**src/rtl/pot_pkg.sv**
```systemverilog
package pot_pkg;
   // apb register byte offsets
   localparam logic [7:0] CTRL_OFF   = 8'h00;  // enable, function, polarity, fail bits
   localparam logic [7:0] TRIP_OFF   = 8'h04;  // limit switch trip point, percent
   localparam logic [7:0] TRAVEL_OFF = 8'h08;  // latest calibrated travel, read only
   localparam logic [7:0] OUT_OFF    = 8'h0C;  // loop current command and switch state
   localparam logic [7:0] STAT_OFF   = 8'h10;  // sticky events, cleared by read
   localparam logic [7:0] MASK_OFF   = 8'h14;  // interrupt mask

   // control field positions
   localparam int CTRL_EN_BIT   = 0;
   localparam int CTRL_FN_LSB   = 1;   // two bits
   localparam int CTRL_DIR_BIT  = 3;   // 1: 4 mA at valve open
   localparam int CTRL_POL_BIT  = 4;   // 1: closed above trip / alert active
   localparam int CTRL_FHI_BIT  = 5;   // transmitter fail high
   localparam int CTRL_FCL_BIT  = 6;   // switch fail closed
   localparam int CTRL_SRC_BIT  = 7;   // 1: pressure fallback alert
   localparam logic [7:0] CTRL_RST = 8'h00;
   localparam logic [7:0] TRIP_RST = 8'h32;

   // status bits
   localparam int ST_SW_BIT    = 0;    // switch changed state
   localparam int ST_FAULT_BIT = 1;    // output circuit fault seen
   localparam int ST_W         = 2;

   // travel scale: 0..1000 means 0.0..100.0 percent
   localparam logic [9:0]  TRAVEL_FULL = 10'h3E8;
   // current in microamps
   localparam logic [14:0] MA4_UA      = 15'h0FA0;   // 4 mA
   localparam logic [14:0] SPAN_UA     = 15'h3E80;   // 16 mA span
   localparam logic [14:0] FAIL_LO_UA  = 15'h0DAC;   // 3.5 mA, below 3.6 mA
   localparam logic [14:0] FAIL_HI_UA  = 15'h5DC0;   // 24 mA, above 22.5 mA
   localparam logic [9:0]  PCT_SCALE   = 10'h00A;    // percent to travel units

   typedef enum logic [1:0] {
      POT_FN_XMTR  = 2'b00,
      POT_FN_LIMIT = 2'b01,
      POT_FN_ALERT = 2'b10,
      POT_FN_RSVD  = 2'b11
   } pot_fn_t;

   // loop current for a travel value, direction aware
   function automatic logic [14:0] pot_travel_to_ua(input logic [9:0] t, input logic dir);
      logic [9:0]  tt;
      logic [24:0] prod;
      tt   = dir ? 10'(TRAVEL_FULL - t) : t;
      prod = 25'(tt) * 25'(SPAN_UA);
      return 15'(MA4_UA + 15'(prod / 25'(TRAVEL_FULL)));
   endfunction : pot_travel_to_ua
endpackage : pot_pkg

```
**src/rtl/pot_cfg_if.sv**
```systemverilog
`timescale 1ns/1ns
// configuration passed from the register file to the output logic
interface pot_cfg_if;
   import pot_pkg::*;
   logic       enable;     // terminal enabled by tool
   pot_fn_t    fn;         // function selector
   logic       dir_open;   // 4 mA means valve open
   logic       pol_above;  // switch closes above trip / alert active
   logic       fail_hi;    // transmitter fails high
   logic       fail_cl;    // switch fails closed
   logic       src_pf;     // alert source pressure fallback
   logic [6:0] trip_pct;   // trip point percent
   modport regs (output enable, fn, dir_open, pol_above, fail_hi, fail_cl, src_pf, trip_pct);
   modport core (input  enable, fn, dir_open, pol_above, fail_hi, fail_cl, src_pf, trip_pct);
endinterface : pot_cfg_if

```
**src/rtl/pot_top.sv**
```systemverilog
`timescale 1ns/1ns
// Contract
// - terminal inactive until enable is written
// - function selects transmitter, limit or alert
// - travel 0-100% maps linearly onto 4-20 mA
// - direction picks which end gives 4 mA
// - on output fault drive configured fail state
// - transmitter fail low is below 3.6 mA
// - fail high above 22.5 mA, powered only
// - switch fail setting chooses closed or open
// - power loss always opens the switch
// - limit mode compares travel with trip percent
// - alert source picks deviation or pressure fallback
// - polarity picks closing side of trip/alert
module pot_top
   import pot_pkg::*;
(
   // clock and reset
   input  wire logic        pclk,
   input  wire logic        presetn,
   // apb slave
   input  wire logic        psel,
   input  wire logic        penable,
   input  wire logic        pwrite,
   input  wire logic [7:0]  paddr,
   input  wire logic [31:0] pwdata,
   output logic [31:0]      prdata,
   output logic             pready,
   output logic             pslverr,
   // measured travel and alerts
   input  wire logic [9:0]  travel,
   input  wire logic        travel_upd,
   input  wire logic        alert_dev,
   input  wire logic        alert_pf,
   input  wire logic        alert_upd,
   // output circuit health and controller power
   input  wire logic        out_fault,
   input  wire logic        ctrl_power_ok,
   // terminal outputs
   output logic [14:0]      loop_ua,
   output logic             loop_en,
   output logic             sw_closed,
   output logic             irq
);
   pot_cfg_if cfg ();

   localparam logic [6:0]  TRIP_MAX = 7'h64;      // trip ceiling, 100 percent
   localparam logic [14:0] UA_3P6   = 15'h0E10;   // fail-low must stay under this
   localparam logic [14:0] UA_22P5  = 15'h57E4;   // fail-high must stay over this

   logic [7:0]      ctrl_q;       // control register
   logic [6:0]      trip_q;       // trip percent
   logic [ST_W-1:0] stat_q;       // sticky events
   logic [ST_W-1:0] mask_q;       // interrupt mask
   logic [ST_W-1:0] ev;           // this-cycle events
   logic [9:0]      travel_q;     // last travel sample for readback
   logic            sw_chg;       // switch about to change
   logic            fault_q;      // previous fault level
   logic            wr_acc;       // write access phase
   logic            rd_acc;       // read access phase
   logic            addr_ok;      // address is mapped
   logic [14:0]     loop_ua_q;
   logic            loop_en_q;
   logic            sw_closed_q;

   // bus: always ready in the access phase, no wait states
   assign pready  = 1'b1;
   assign addr_ok = paddr == CTRL_OFF || paddr == TRIP_OFF || paddr == TRAVEL_OFF ||
                    paddr == OUT_OFF  || paddr == STAT_OFF || paddr == MASK_OFF;
   assign wr_acc  = psel && penable && pwrite;
   assign rd_acc  = psel && penable && !pwrite;
   // unmapped addresses answer with an error, reads return zero
   assign pslverr = psel && penable && !addr_ok;

   // configuration fan-out
   assign cfg.enable    = ctrl_q[CTRL_EN_BIT];
   assign cfg.fn        = pot_fn_t'(ctrl_q[CTRL_FN_LSB +: 2]);
   assign cfg.dir_open  = ctrl_q[CTRL_DIR_BIT];
   assign cfg.pol_above = ctrl_q[CTRL_POL_BIT];
   assign cfg.fail_hi   = ctrl_q[CTRL_FHI_BIT];
   assign cfg.fail_cl   = ctrl_q[CTRL_FCL_BIT];
   assign cfg.src_pf    = ctrl_q[CTRL_SRC_BIT];
   assign cfg.trip_pct  = trip_q;

   // control register; resets disabled so the terminal stays dark
   always_ff @(posedge pclk or negedge presetn) begin
      if (!presetn) begin
         ctrl_q <= CTRL_RST;
      end else if (wr_acc && paddr == CTRL_OFF) begin
         ctrl_q <= pwdata[7:0];
      end
   end

   // trip point, clamped to 100 percent
   always_ff @(posedge pclk or negedge presetn) begin
      if (!presetn) begin
         trip_q <= TRIP_RST[6:0];
      end else if (wr_acc && paddr == TRIP_OFF) begin
         // whole word compared, so a large value cannot alias into range
         trip_q <= (pwdata > 32'(TRIP_MAX)) ? TRIP_MAX : pwdata[6:0];
      end
   end

   // mask register
   always_ff @(posedge pclk or negedge presetn) begin
      if (!presetn) begin
         mask_q <= '0;
      end else if (wr_acc && paddr == MASK_OFF) begin
         mask_q <= pwdata[ST_W-1:0];
      end
   end

   // travel readback sample
   always_ff @(posedge pclk or negedge presetn) begin
      if (!presetn) begin
         travel_q <= '0;
      end else if (travel_upd) begin
         travel_q <= travel;
      end
   end

   // fault edge detect
   always_ff @(posedge pclk or negedge presetn) begin
      if (!presetn) begin
         fault_q <= 1'b0;
      end else begin
         fault_q <= out_fault;
      end
   end

   assign ev[ST_SW_BIT]    = sw_chg;
   assign ev[ST_FAULT_BIT] = out_fault && !fault_q;

   // sticky status: read clears, but a new event in the same cycle wins
   always_ff @(posedge pclk or negedge presetn) begin
      if (!presetn) begin
         stat_q <= '0;
      end else if (rd_acc && paddr == STAT_OFF) begin
         stat_q <= ev;
      end else begin
         stat_q <= stat_q | ev;
      end
   end

   assign irq = |(stat_q & mask_q);

   // read mux, combinational during access phase
   always_comb begin
      prdata = '0;
      if (rd_acc) begin
         unique case (paddr)
            CTRL_OFF:   prdata = {24'h000000, ctrl_q};
            TRIP_OFF:   prdata = {25'h0000000, trip_q};
            TRAVEL_OFF: prdata = {22'h000000, travel_q};
            OUT_OFF:    prdata = {15'h0000, sw_closed_q, loop_en_q, loop_ua_q};
            STAT_OFF:   prdata = {30'h00000000, stat_q};
            MASK_OFF:   prdata = {30'h00000000, mask_q};
            default:    prdata = '0;
         endcase
      end
   end

   pot_out_core u_core (
      .pclk          (pclk),
      .presetn       (presetn),
      .cfg           (cfg.core),
      .travel        (travel),
      .travel_upd    (travel_upd),
      .alert_dev     (alert_dev),
      .alert_pf      (alert_pf),
      .alert_upd     (alert_upd),
      .out_fault     (out_fault),
      .ctrl_power_ok (ctrl_power_ok),
      .loop_ua_q     (loop_ua_q),
      .loop_en_q     (loop_en_q),
      .sw_closed_q   (sw_closed_q),
      .sw_chg        (sw_chg)
   );

   assign loop_ua   = loop_ua_q;
   assign loop_en   = loop_en_q;
   assign sw_closed = sw_closed_q;

   // disabled terminal never drives loop or switch
   disabled_dark_a: assert property (@(posedge pclk) disable iff (!presetn)
      !cfg.enable |=> !loop_en && !sw_closed) else $error("output active while disabled");
   // zero travel, closed direction, gives 4 mA
   xmtr_zero_a: assert property (@(posedge pclk) disable iff (!presetn)
      (cfg.enable && cfg.fn == POT_FN_XMTR && !out_fault && !cfg.dir_open && travel == '0)
      |=> loop_ua == MA4_UA) else $error("zero travel not 4 mA");
   // reversed direction at full travel gives 4 mA
   xmtr_dir_a: assert property (@(posedge pclk) disable iff (!presetn)
      (cfg.enable && cfg.fn == POT_FN_XMTR && !out_fault && cfg.dir_open &&
       travel == TRAVEL_FULL) |=> loop_ua == MA4_UA) else $error("direction wrong");
   // fail low under 3.6 mA
   fail_low_a: assert property (@(posedge pclk) disable iff (!presetn)
      (cfg.enable && cfg.fn == POT_FN_XMTR && out_fault && !cfg.fail_hi)
      |=> loop_ua < UA_3P6) else $error("fail low too high");
   // fail high above 22.5 mA when powered
   fail_high_a: assert property (@(posedge pclk) disable iff (!presetn)
      (cfg.enable && cfg.fn == POT_FN_XMTR && out_fault && cfg.fail_hi && ctrl_power_ok)
      |=> loop_ua > UA_22P5) else $error("fail high too low");
   // limit switch follows travel vs trip on update, polarity above
   limit_sw_a: assert property (@(posedge pclk) disable iff (!presetn)
      (cfg.enable && ctrl_power_ok && !out_fault && cfg.fn == POT_FN_LIMIT &&
       cfg.pol_above && travel_upd)
      |=> sw_closed == ($past(travel) > 10'($past(trip_q)) * PCT_SCALE))
      else $error("limit switch wrong");
   // alert switch follows selected source, polarity below
   alert_sw_a: assert property (@(posedge pclk) disable iff (!presetn)
      (cfg.enable && ctrl_power_ok && !out_fault && cfg.fn == POT_FN_ALERT &&
       !cfg.pol_above && alert_upd)
      |=> sw_closed == !($past(cfg.src_pf) ? $past(alert_pf) : $past(alert_dev)))
      else $error("alert switch wrong");
   // a rising fault is recorded as a sticky event
   fault_sticky_a: assert property (@(posedge pclk) disable iff (!presetn)
      (out_fault && !fault_q) |=> stat_q[ST_FAULT_BIT]) else $error("fault event lost");
   // reserved function keeps loop and switch dark
   fn_rsvd_a: assert property (@(posedge pclk) disable iff (!presetn)
      (cfg.enable && cfg.fn == POT_FN_RSVD) |=> !loop_en && !sw_closed && loop_ua == FAIL_LO_UA)
      else $error("reserved function drives output");
   // switch functions never run the loop
   sw_no_loop_a: assert property (@(posedge pclk) disable iff (!presetn)
      (cfg.fn == POT_FN_LIMIT || cfg.fn == POT_FN_ALERT) |=> !loop_en)
      else $error("loop on in switch mode");
   // transmitter function never closes the switch
   xmtr_open_a: assert property (@(posedge pclk) disable iff (!presetn)
      cfg.fn == POT_FN_XMTR |=> !sw_closed) else $error("switch closed in transmitter mode");
   // enabled transmitter drives the loop
   xmtr_on_a: assert property (@(posedge pclk) disable iff (!presetn)
      (cfg.enable && cfg.fn == POT_FN_XMTR) |=> loop_en) else $error("transmitter not on");
   // disabled terminal parks the command at fail low
   dark_current_a: assert property (@(posedge pclk) disable iff (!presetn)
      !cfg.enable |=> loop_ua == FAIL_LO_UA) else $error("loop current while disabled");
   // full travel, closed direction, gives the top of the span
   xmtr_full_a: assert property (@(posedge pclk) disable iff (!presetn)
      (cfg.enable && cfg.fn == POT_FN_XMTR && !out_fault && !cfg.dir_open &&
       travel == TRAVEL_FULL) |=> loop_ua == MA4_UA + SPAN_UA)
      else $error("full travel not top of span");
   // valid travel always lands inside the span, either direction
   xmtr_span_a: assert property (@(posedge pclk) disable iff (!presetn)
      (cfg.enable && cfg.fn == POT_FN_XMTR && !out_fault && travel <= TRAVEL_FULL)
      |=> loop_ua >= MA4_UA && loop_ua <= MA4_UA + SPAN_UA) else $error("loop outside span");
   // fault without controller power falls back to fail low
   fail_nopwr_a: assert property (@(posedge pclk) disable iff (!presetn)
      (cfg.enable && cfg.fn == POT_FN_XMTR && out_fault && !ctrl_power_ok)
      |=> loop_ua < UA_3P6) else $error("fail state high without power");
   // fault in alert mode drives configured fail state
   alert_fail_a: assert property (@(posedge pclk) disable iff (!presetn)
      (ctrl_power_ok && cfg.enable && out_fault && cfg.fn == POT_FN_ALERT)
      |=> sw_closed == $past(cfg.fail_cl)) else $error("alert fail state wrong");
   // limit switch, polarity below, closes at or under the trip point
   limit_below_a: assert property (@(posedge pclk) disable iff (!presetn)
      (cfg.enable && ctrl_power_ok && !out_fault && cfg.fn == POT_FN_LIMIT &&
       !cfg.pol_above && travel_upd)
      |=> sw_closed == !($past(travel) > 10'($past(trip_q)) * PCT_SCALE))
      else $error("limit switch below wrong");
   // alert switch, polarity above, closes while the alert is active
   alert_above_a: assert property (@(posedge pclk) disable iff (!presetn)
      (cfg.enable && ctrl_power_ok && !out_fault && cfg.fn == POT_FN_ALERT &&
       cfg.pol_above && alert_upd)
      |=> sw_closed == ($past(cfg.src_pf) ? $past(alert_pf) : $past(alert_dev)))
      else $error("alert switch above wrong");
   // no update, no change: the switch has no timer and no hysteresis
   sw_hold_a: assert property (@(posedge pclk) disable iff (!presetn)
      (cfg.enable && ctrl_power_ok && !out_fault && !travel_upd && !alert_upd &&
       (cfg.fn == POT_FN_LIMIT || cfg.fn == POT_FN_ALERT)) |=> $stable(sw_closed))
      else $error("switch moved without update");
   // a switch change is recorded as a sticky event
   sw_event_a: assert property (@(posedge pclk) disable iff (!presetn)
      sw_chg |=> stat_q[ST_SW_BIT]) else $error("switch event lost");
   // a recorded fault stays until status is read
   stat_keep_a: assert property (@(posedge pclk) disable iff (!presetn)
      (stat_q[ST_FAULT_BIT] && !(rd_acc && paddr == STAT_OFF)) |=> stat_q[ST_FAULT_BIT])
      else $error("fault status dropped");
   // reading status with no new event clears it
   stat_clear_a: assert property (@(posedge pclk) disable iff (!presetn)
      (rd_acc && paddr == STAT_OFF && ev == '0) |=> stat_q == '0)
      else $error("status not cleared");
   // writes to unmapped offsets are ignored
   unmapped_wr_a: assert property (@(posedge pclk) disable iff (!presetn)
      (wr_acc && !addr_ok) |=> $stable(ctrl_q) && $stable(trip_q) && $stable(mask_q))
      else $error("unmapped write landed");
   // control write lands at the access edge
   ctrl_write_a: assert property (@(posedge pclk) disable iff (!presetn)
      (wr_acc && paddr == CTRL_OFF) |=> ctrl_q == 8'($past(pwdata)))
      else $error("control write lost");
   // trip point never exceeds full travel
   trip_range_a: assert property (@(posedge pclk) disable iff (!presetn)
      trip_q <= TRIP_MAX) else $error("trip point above 100 percent");
   // an in-range trip write is kept as written
   trip_write_a: assert property (@(posedge pclk) disable iff (!presetn)
      (wr_acc && paddr == TRIP_OFF && pwdata <= 32'(TRIP_MAX))
      |=> trip_q == 7'($past(pwdata))) else $error("trip write lost");
   // an out-of-range trip write is clamped, not wrapped
   trip_clamp_a: assert property (@(posedge pclk) disable iff (!presetn)
      (wr_acc && paddr == TRIP_OFF && pwdata > 32'(TRIP_MAX))
      |=> trip_q == TRIP_MAX) else $error("trip write not clamped");
endmodule : pot_top

```
**src/rtl/pot_out_core.sv**
```systemverilog
`timescale 1ns/1ns
module pot_out_core
   import pot_pkg::*;
(
   // clock and reset
   input  wire logic        pclk,
   input  wire logic        presetn,
   // configuration
   pot_cfg_if.core          cfg,
   // measured inputs
   input  wire logic [9:0]  travel,
   input  wire logic        travel_upd,
   input  wire logic        alert_dev,
   input  wire logic        alert_pf,
   input  wire logic        alert_upd,
   input  wire logic        out_fault,
   input  wire logic        ctrl_power_ok,
   // outputs
   output logic [14:0]      loop_ua_q,
   output logic             loop_en_q,
   output logic             sw_closed_q,
   output logic             sw_chg
);
   logic       cond;          // above trip or alert active
   logic       sw_d;          // next switch state
   logic       upd;           // any travel or alert update
   logic [9:0] trip_units;    // trip point in travel units

   assign trip_units = 10'(10'(cfg.trip_pct) * PCT_SCALE);
   assign upd        = travel_upd | alert_upd;

   // condition for switch: travel above trip, or selected alert active
   always_comb begin
      if (cfg.fn == POT_FN_LIMIT) begin
         cond = travel > trip_units;
      end else begin
         cond = cfg.src_pf ? alert_pf : alert_dev;
      end
   end

   // polarity picks which side closes; faults override; power loss opens
   always_comb begin
      sw_d = sw_closed_q;
      if (!ctrl_power_ok || !cfg.enable) begin
         sw_d = 1'b0;
      end else if (cfg.fn == POT_FN_LIMIT || cfg.fn == POT_FN_ALERT) begin
         if (out_fault) begin
            sw_d = cfg.fail_cl;
         end else if (upd) begin
            sw_d = cfg.pol_above ? cond : !cond;
         end
      end else begin
         sw_d = 1'b0;
      end
   end

   // switch state register, no hysteresis by design
   always_ff @(posedge pclk or negedge presetn) begin
      if (!presetn) begin
         sw_closed_q <= 1'b0;
      end else begin
         sw_closed_q <= sw_d;
      end
   end

   assign sw_chg = sw_d != sw_closed_q;

   // transmitter current command
   always_ff @(posedge pclk or negedge presetn) begin
      if (!presetn) begin
         loop_ua_q <= FAIL_LO_UA;
         loop_en_q <= 1'b0;
      end else begin
         loop_en_q <= cfg.enable && cfg.fn == POT_FN_XMTR;
         if (!cfg.enable || cfg.fn != POT_FN_XMTR) begin
            loop_ua_q <= FAIL_LO_UA;
         end else if (out_fault) begin
            // fail high needs controller power; without it, go low
            loop_ua_q <= (cfg.fail_hi && ctrl_power_ok) ? FAIL_HI_UA
                                                       : FAIL_LO_UA;
         end else begin
            loop_ua_q <= pot_travel_to_ua(travel, cfg.dir_open);
         end
      end
   end

   // switch never closed while power is lost
   power_open_a: assert property (@(posedge pclk) disable iff (!presetn)
      !ctrl_power_ok |=> !sw_closed_q) else $error("switch closed without power");
   // fault in limit mode drives configured fail state
   sw_fail_a: assert property (@(posedge pclk) disable iff (!presetn)
      (ctrl_power_ok && cfg.enable && out_fault && cfg.fn == POT_FN_LIMIT)
      |=> sw_closed_q == $past(cfg.fail_cl)) else $error("switch fail state wrong");
endmodule : pot_out_core

```
**config.mk**
```make
export PLATFORM = sky130hd
export DESIGN_NAME = pot_top
export DESIGN_NICKNAME = d
export VERILOG_FILES = /design/src/rtl/pot_pkg.sv /design/src/rtl/pot_cfg_if.sv /design/src/rtl/pot_top.sv /design/src/rtl/pot_out_core.sv
export SDC_FILE = /design/constraint.sdc
export NUM_CORES = 1
export LEC_CHECK = 0
export BUFFER_PORTS_ARGS = -buffer_cell sky130_fd_sc_hd__buf_2
export CORE_AREA = 2 2 148 150
export CTS_CLUSTER_DIAMETER = 50
export CTS_CLUSTER_SIZE = 28
export DETAILED_ROUTE_END_ITERATION = 8
export DIE_AREA = 0 0 150 152
export GPL_ROUTABILITY_DRIVEN = 0
export PLACE_DENSITY = 0.65
export SLEW_MARGIN = 5
export SYNTH_ARGS = -nofsm -noshare
export SYNTH_HDL_FRONTEND = slang
export SYNTH_HIERARCHICAL = 1
export SYNTH_SLANG_ARGS = --single-unit
```
**constraint.sdc**
```tcl
create_clock -name pclk -period 39.4 [get_ports pclk]
set_clock_uncertainty 0.2 [all_clocks]
set_input_delay 3.94 -clock pclk [delete_from_list [all_inputs] [get_ports pclk]]
set_output_delay 3.94 -clock pclk [all_outputs]
set_load 0.005 [all_outputs]
```
Word level (Yosys, flattened, before mapping)
Index checks and enable logic that the tools add are counted.
{"block": "word_totals", "romBits": 0, "ff_bits": 47, "mem_count": 0, "input_bits": 61, "latch_bits": 0, "ram_bits": 0}
{"block": "classes", "n_shift": 0, "bitwise": 3, "n_addsub": 2, "div": 1, "n_reduce_logical": 29, "n_mux": 15, "eq_ne": 8, "multipliers": 2, "n_lt_le_gt_ge": 2}
{"cell": "$pmux 17 s6", "count": 1}
{"cell": "$mux 15", "count": 3}
{"cell": "$gt 32x7->1 const B", "count": 1}
{"cell": "$mux 32", "count": 1}
{"cell": "$div 24x10->25 const B", "count": 1}
{"cell": "$mul 10x7->17 const B", "count": 1}
{"cell": "$eq 8x4->1 const B", "count": 2}
{"cell": "$eq 8x5->1 const B", "count": 2}
{"cell": "$add 12x15->15 const A", "count": 1}
{"cell": "$logic_and 1x1->1", "count": 11}
{"cell": "$gt 10x10->1", "count": 1}
{"cell": "$mux 10", "count": 1}
{"cell": "$sub 10x10->10 const A", "count": 1}
{"cell": "$mul 7x3->9 const B", "count": 1}
{"cell": "$eq 8x3->1 const B", "count": 1}
{"cell": "$logic_not 8->1", "count": 1}
{"cell": "$logic_or 1x1->1", "count": 8}
{"cell": "$mux 1", "count": 7}
{"cell": "$mux 7", "count": 1}
{"cell": "$logic_not 1->1", "count": 6}
{"cell": "$and 2x2->2", "count": 1}
{"cell": "$eq 2x1->1 const B", "count": 1}
{"cell": "$eq 2x2->1 const B", "count": 1}
{"cell": "$logic_not 2->1", "count": 1}
{"cell": "6 further kinds", "count": 6}

Longest topological paths before layout
Gate-level depths: netlist of run 1.
{"block": "logic_depth", "depth_word": 12, "depth_mapped": 68, "mapped_depth_nobuf": 58}

Cells and area by module
Netlist of run 1, hierarchy kept.
{"module": "pot_out_core", "n_inst": 1, "area_each_um2": 7526.0, "seq_area_each_um2": 434.2, "cells_each": 978}
{"module": "pot_top", "n_inst": 1, "area_each_um2": 1898.1, "seq_area_each_um2": 754.5, "cells_each": 180}

Worst setup path before layout of run 1
Ideal clock, no wire load.
{"block": "synth_path", "path_kind": "input to register", "from": "input port travel[0]", "to": "register u_core.loop_ua_q[0]", "required_time_ns": 39.067, "stages": 63, "arrival_time_ns": 18.379, "setup_slack_ns": 20.688, "path_cell_list": "clkbuf_1 inv_1 ha_1 nand2_1 o21ai_1 inv_1 fa_1 fa_1 inv_1 fa_1 inv_1 fa_1 inv_1 ha_1 o211ai_1 a21oi_1 or4_1 o211ai_1 [... 27 more ...] ha_1 or4_1 o22ai_1 o32ai_1 a41o_1 nor3_1 o21ai_2 ha_1 or4_4 and3b_2 or2_1 buf_4 ha_1 inv_1 nand4bb_1 o21a_1 a211oi_1 o22ai_1"}
{"block": "synth_between", "elab_chain_cells": 7}
{"item": "start, declared", "line_no": "pot_top.sv:31", "text": "input wire logic [9:0] travel,"}
{"item": "$sub 10x10->10", "line_no": "pot_pkg.sv:46", "text": "tt = dir ? 10'(TRAVEL_FULL - t) : t;"}
{"item": "$mux 10 *", "line_no": "pot_pkg.sv:46"}
{"item": "$mul 10x7->17 *", "line_no": "pot_pkg.sv:47", "text": "prod = 25'(tt) * 25'(SPAN_UA);"}
{"item": "$div 24x10->25 *", "line_no": "pot_pkg.sv:48", "text": "return 15'(MA4_UA + 15'(prod / 25'(TRAVEL_FULL)));"}
{"item": "$add 12x15->15 *", "line_no": "pot_pkg.sv:48"}
{"item": "$mux 15 *", "line_no": "pot_out_core.sv:77", "text": "end else if (out_fault) begin"}
{"item": "$mux 15 *", "line_no": "pot_out_core.sv:75", "text": "if (!cfg.enable || cfg.fn != POT_FN_XMTR) begin"}
{"item": "end signal, assigned", "line_no": "pot_out_core.sv:79", "text": "loop_ua_q <= (cfg.fail_hi && ctrl_power_ok) ? FAIL_HI_UA"}
{"item": "end signal, assigned", "line_no": "pot_out_core.sv:82", "text": "loop_ua_q <= pot_travel_to_ua(travel, cfg.dir_open);"}
{"item": "end, declared", "line_no": "pot_out_core.sv:19", "text": "output logic [14:0] loop_ua_q,"}
Mark *: on every way between the ends. The rest lies on a longest branch, timed or not.
A chain may end at the register's enable or synchronous reset.

Final worst setup path of run 1
Same ends and word-level chain as after synthesis.

==> impl_metrics.json, run 1 <==
{
  "status": "finished, final reports clean",
  "cp_slowest_cell": "o311ai_1",
  "htreeDepth": 2,
  "critPathLaunchType": "primary input",
  "drt_iter0_drc": 754,
  "routedWlPerCell_um": 17.7,
  "pin_count": 113,
  "gr-usage-met3": 0.0216,
  "final_cell_area_um2": 10200,
  "clock_latency_ns": 0.29,
  "initial_utilization": 0.441,
  "arrival_ns": 21.13,
  "busiest_layer": "met2",
  "ant_nets": 0,
  "cts_resized": 0,
  "end_kind": "flop",
  "cp.required_ns": 39.37,
  "slew_violations": 0,
  "clk_pin_slew_ns": 0.07,
  "die_x_um": 150,
  "rsz0062_at_grt": "false",
  "synthDistinctLibCells": 116,
  "finalHoldViolCount": 0,
  "setup_violations": 0,
  "max_stage_delay_ns": 1.03,
  "synth_ff_type": "dfrtp_1",
  "ys_warn_count": 6,
  "grt_pass1_vias": 8559,
  "cts_buffers": 5,
  "via_count": 9386,
  "totalWireLength_um": 26600,
  "fmax_mhz": 47.2,
  "n_fill_cell": 2095,
  "min_period_ns": 21.17,
  "io_buffers": 96,
  "synthCells": 1158,
  "place_area_um2": 9990,
  "grt_pass1_wl_um": 43100,
  "synth_top_cell_area_share": 0.0982,
  "antenna_found_initial": 0,
  "cts_sinks": 47,
  "yosysTopAreaCell": "dfrtp_1",
  "min_path_cells": 1,
  "synth.avg_cell_area_um2": 8.14,
  "worst_pin_slew_ns": 1.23,
  "syn_to_final_growth_pct": 7.87,
  "utilization": 0.476,
  "met2_usage": 0.368,
  "tns_ns": 0,
  "cts_root_buf": "clkbuf_16",
  "reg2reg_depth": 53,
  "hold_buffers": 0,
  "antenna_cells": 0,
  "ctsLongestPathBuffers": 2,
  "die_h_um": 152,
  "layout.nets": 1378,
  "ys_seq_elements": 47,
  "hpwlAfterDp_um": 21100,
  "core_um2": 21400,
  "use_met1": 0.323,
  "critPathKind": "in2reg",
  "cp.depth": 56,
  "path_max_fanout": 13,
  "async_reset_ff_frac": 1.00,
  "crit_family": "compound AO/OA/AOI/OAI gates",
  "grt_overflow": 0,
  "cp.buffers_inverters": 5,
  "slew_headroom": 0.168,
  "cts_tree": "built",
  "vias_per_cell": 6.24,
  "seq_area_frac_synth": 0.126,
  "fp-row-count": 54,
  "period_share": 0.537,
  "grt_usage": 0.223,
  "ys_top_cells_by_area": "dfrtp_1 9.8%, ha_1 9.2%, fa_1 5.5%",
  "drc": 0,
  "synth_edf_count": 0,
  "post-cts-setup-buffer-count": 0,
  "die_area_um2": 22800,
  "min_path_type": "reg2reg",
  "syn_area_um2": 9420,
  "max_cap_viol_count": 0,
  "grt_max_degree": 48,
  "first_pass_iters": 5,
  "drive_above_1_share": 0.174
}
[routing by layer]
metal	vias to the layer above	wire length, µm	part of all wire
li1	4486	-	-
met1	4503	12400	0.47
met2	359	12200	0.46
met3	38	1620	0.061
met4	0	361	0.014
met5	-	0	0
[cell families (layout without fill, tap and decap cells)]
family / count (synthesis) / count (layout) / synth area share
XOR/XNOR: 71 / 71 / 0.0688
AND/OR/NAND/NOR: 400 / 400 / 0.235
flip-flops: 47 / 47 / 0.126
other: 2 / 16 / 0.000797
adder cells (fa/ha/maj): 100 / 100 / 0.152
buffers and inverters: 123 / 174 / 0.0621
multiplexers: 59 / 59 / 0.0677
AO/OA/AOI/OAI: 356 / 356 / 0.288
[flip-flops by register name, summed over array words and instances, names as in the netlist]
name / cells
ctrl_q: 8
cfg.trip_pct: 7
fault_q: 1
stat_q: 2
mask_q: 2
u_core/loop_en_q: 1
u_core/sw_closed_q: 1
travel_q: 10
u_core/loop_ua_q: 15
[synth_stat cells (all sizes together) (10+ instances only)]
cell type,n
a211oi,19
a21o,23
a21oi,58
a31oi,22
and2,21
and3,11
and4,10
buf,38
clkbuf,16
dfrtp,37
dfstp,10
fa,26
ha,69
inv,69
mux2,35
mux2i,24
nand2,78
nand3,40
nand4,17
nor2,79
nor2b,13
nor3,44
nor4,22
o211ai,17
o21a,15
o21ai,65
o31ai,14
or2,19
or3,14
xnor2,51
xor2,20
[through the flow]
step	worst slack (ns)	instances	hold slack [ns]
2_1_floorplan	20.69	1172	0.272
3_3_place_gp	18.91	1495	0.289
3_5_place_dp	18.30	1495	0.296
4_1_cts	18.56	1503	0.311
5_1_grt	17.01	1503	0.329
6_report	18.23	1503	0.309
[cells in the final DEF, fill, tap and decap left out, types with 17 or more instances in the layout]
cell type | netlist | final
a21o_1 | 22 | 22
a21oi_1 | 55 | 55
a31oi_1 | 19 | 19
and2_1 | 20 | 20
buf_2 | 12 | 96
dfrtp_1 | 37 | 37
fa_1 | 26 | 26
ha_1 | 69 | 69
inv_1 | 68 | 68
mux2_2 | 26 | 26
mux2i_1 | 24 | 24
nand2_1 | 78 | 78
nand3_1 | 39 | 39
nand4_1 | 17 | 17
nor2_1 | 74 | 74
nor3_1 | 39 | 39
nor4_1 | 17 | 17
o21ai_0 | 50 | 50
xnor2_1 | 50 | 50
xor2_1 | 19 | 19
[final timing paths]
kind                                          from                            end  slack [ns]
setup / recovery                         travel[0]  u_core/loop_ua_q[0]$_DFF_PN0_       18.23
hold / removal             travel_q[8]$_DFFE_PN0P_        travel_q[8]$_DFFE_PN0P_        0.31
setup reg to reg             ctrl_q[3]$_DFFE_PN0P_  u_core/loop_ua_q[0]$_DFF_PN0_       22.26
hold reg to reg            travel_q[8]$_DFFE_PN0P_        travel_q[8]$_DFFE_PN0P_        0.31
max in group asynchronous                  presetn        travel_q[1]$_DFFE_PN0P_       35.05
min in group asynchronous                  presetn        travel_q[5]$_DFFE_PN0P_        3.54
[layout make-up]
cell class / instances / area (µm²) / share of cell area
multi-input cells: 1002 / 7700 / 0.758
flip-flops and latches: 47 / 1190 / 0.117
repair buffers: 97 / 488 / 0.0480
well taps: 280 / 350 / 0.0345
inverters: 69 / 259 / 0.0255
clock buffers: 6 / 139 / 0.0137
clock inverters: 2 / 38.8 / 0.00382
[worst register-to-register path, delay by kind of cell (launching register included)]
family          cells  cell delay, ns
simple gates       15            5.07
buf+inv             6            0.68
flops               1            0.51
compound gates     22            6.60
fa+ha+maj           8            3.37
xor+xnor            2            0.57
Power of run 1 is left out: the tool's default activity adds up to more than one toggle a clock period on the data nets, which glitch-free logic cannot reach.
==> run 2, diff against run 1 <==
==> constraint.sdc (replaced) <==
create_clock -name pclk -period 20.2 [get_ports pclk]
set_clock_uncertainty 0.2 [all_clocks]
set_input_delay 2.02 -clock pclk [delete_from_list [all_inputs] [get_ports pclk]]
set_output_delay 2.02 -clock pclk [all_outputs]
set_load 0.005 [all_outputs]
==> impl_metrics.json, run 2 (synthesis gave the netlist of run 1 again) <==
{
  "core_um2": 21400,
  "cts_tree": "built",
  "slew_violations": 0,
  "critPathKind": "in2reg",
  "pre_cts_ws_ns": 0.972,
  "max_cap_viol_count": 0,
  "die_h_um": 152,
  "grt_usage": 0.225,
  "die_area_um2": 22800,
  "max_stage_delay_ns": 0.56,
  "slew_headroom": 0.392,
  "antenna_cells": 0,
  "drc": 0,
  "path_max_fanout": 13,
  "hpwlAfterDp_um": 21100,
  "largest_reg_flops": 15,
  "setup_violations": 0,
  "drt_iter0_drc": 728,
  "crit_family": "compound AO/OA/AOI/OAI gates",
  "multiInputGateArea_um2": 7720,
  "totalWireLength_um": 26400,
  "initial_utilization": 0.441,
  "via_count": 9357,
  "dp.cells": 1495,
  "cp_slowest_cell": "fa_1",
  "fmax_mhz": 52.8,
  "cp.buffers_inverters": 7,
  "grt_pass1_vias": 8605,
  "layout_common_cells": "96 x buf_2, 78 x nand2_1, 74 x nor2_1",
  "cts_buffers": 5,
  "fin_ws_ns": 1.27,
  "status": "finished, final reports clean",
  "grt_max_degree": 48,
  "layout.nets": 1378,
  "clock_latency_ns": 0.29,
  "pin_count": 113,
  "tns_ns": 0,
  "post-cts-setup-buffer-count": 0,
  "cp.required_ns": 20.16,
  "finalHoldViolCount": 0,
  "antenna_found_initial": 0,
  "worst_pin_slew_ns": 0.909,
  "end_kind": "flop",
  "clk_pin_slew_ns": 0.07,
  "final_common_cell": "buf_2",
  "cts_sinks": 47,
  "die_x_um": 150,
  "min_path_type": "reg2reg",
  "n_fill_cell": 2102,
  "htreeDepth": 2,
  "cts_root_buf": "clkbuf_16",
  "stdcell_count": 1503,
  "drive_above_1_share": 0.176,
  "ctsLongestPathBuffers": 2,
  "grt_overflow": 0,
  "critPathLaunchType": "primary input",
  "io_buffers": 96,
  "ant_nets": 0,
  "routedWlPerCell_um": 17.6,
  "hold_buffers": 0,
  "rsz0062_at_grt": "false",
  "period_share": 0.937,
  "cts_resized": 0,
  "regArea_um2": 1190,
  "grt_pass1_wl_um": 43300,
  "regMostFlops": "u_core/loop_ua_q",
  "vias_per_cell": 6.23,
  "top_regs": "u_core/loop_ua_q x15, travel_q x10, ctrl_q x8",
  "min_period_ns": 18.93,
  "fp-row-count": 54,
  "arrival_ns": 18.90,
  "syn_to_final_growth_pct": 8.03,
  "first_pass_iters": 7
}
-- run 2: layout make-up --
class / instances / area share
multi-input cells: 1002 / 0.758
flip-flops and latches: 47 / 0.117
clock inverters: 2 / 0.00381
inverters: 69 / 0.0254
well taps: 280 / 0.0344
clock buffers: 6 / 0.0136
repair buffers: 97 / 0.0479
-- run 2: worst paths after layout --
path	start	endpoint	slack, ns	cells after the start
worst max-delay path	travel[0]	u_core/loop_ua_q[0]$_DFF_PN0_	1.27	59
worst min-delay path	travel_q[8]$_DFFE_PN0P_	travel_q[8]$_DFFE_PN0P_	0.31	1
worst max register to register	ctrl_q[3]$_DFFE_PN0P_	u_core/loop_ua_q[0]$_DFF_PN0_	3.26	54
worst min register to register	travel_q[8]$_DFFE_PN0P_	travel_q[8]$_DFFE_PN0P_	0.31	1
max in group asynchronous	presetn	u_core/loop_ua_q[1]$_DFF_PN0_	17.78	2
min in group asynchronous	presetn	travel_q[5]$_DFFE_PN0P_	1.62	2
-- run 2: metrics by stage --
| stage | instance area, µm² | hold WS [ns] | utilization |
|---|---|---|---|
| 2_1_floorplan | 9480 | 0.272 | - |
| 3_3_place_gp | 9990 | 0.289 | 0.468 |
| 3_5_place_dp | 9990 | 0.296 | 0.468 |
| 4_1_cts | 10200 | 0.311 | 0.476 |
| 5_1_grt | 10200 | 0.332 | 0.477 |
| 6_report | 10200 | 0.310 | 0.477 |
-- run 2: layer usage --
layer  share of wire  wire [µm]  GRT usage
met5               0          0          0
met4           0.020        534     0.0418
met3           0.065       1710     0.0222
met2            0.45      12000      0.367
met1            0.46      12200      0.324
-- run 2: worst register-to-register path, delay by kind of cell, from the launching register on --
family / cells / cell delay [ns]
xor+xnor: 3 / 0.84
simple gates: 13 / 4.38
buf+inv: 6 / 0.68
flops: 1 / 0.51
compound gates: 24 / 6.85
fa+ha+maj: 8 / 3.37
Power of run 2 is left out for the same reason.
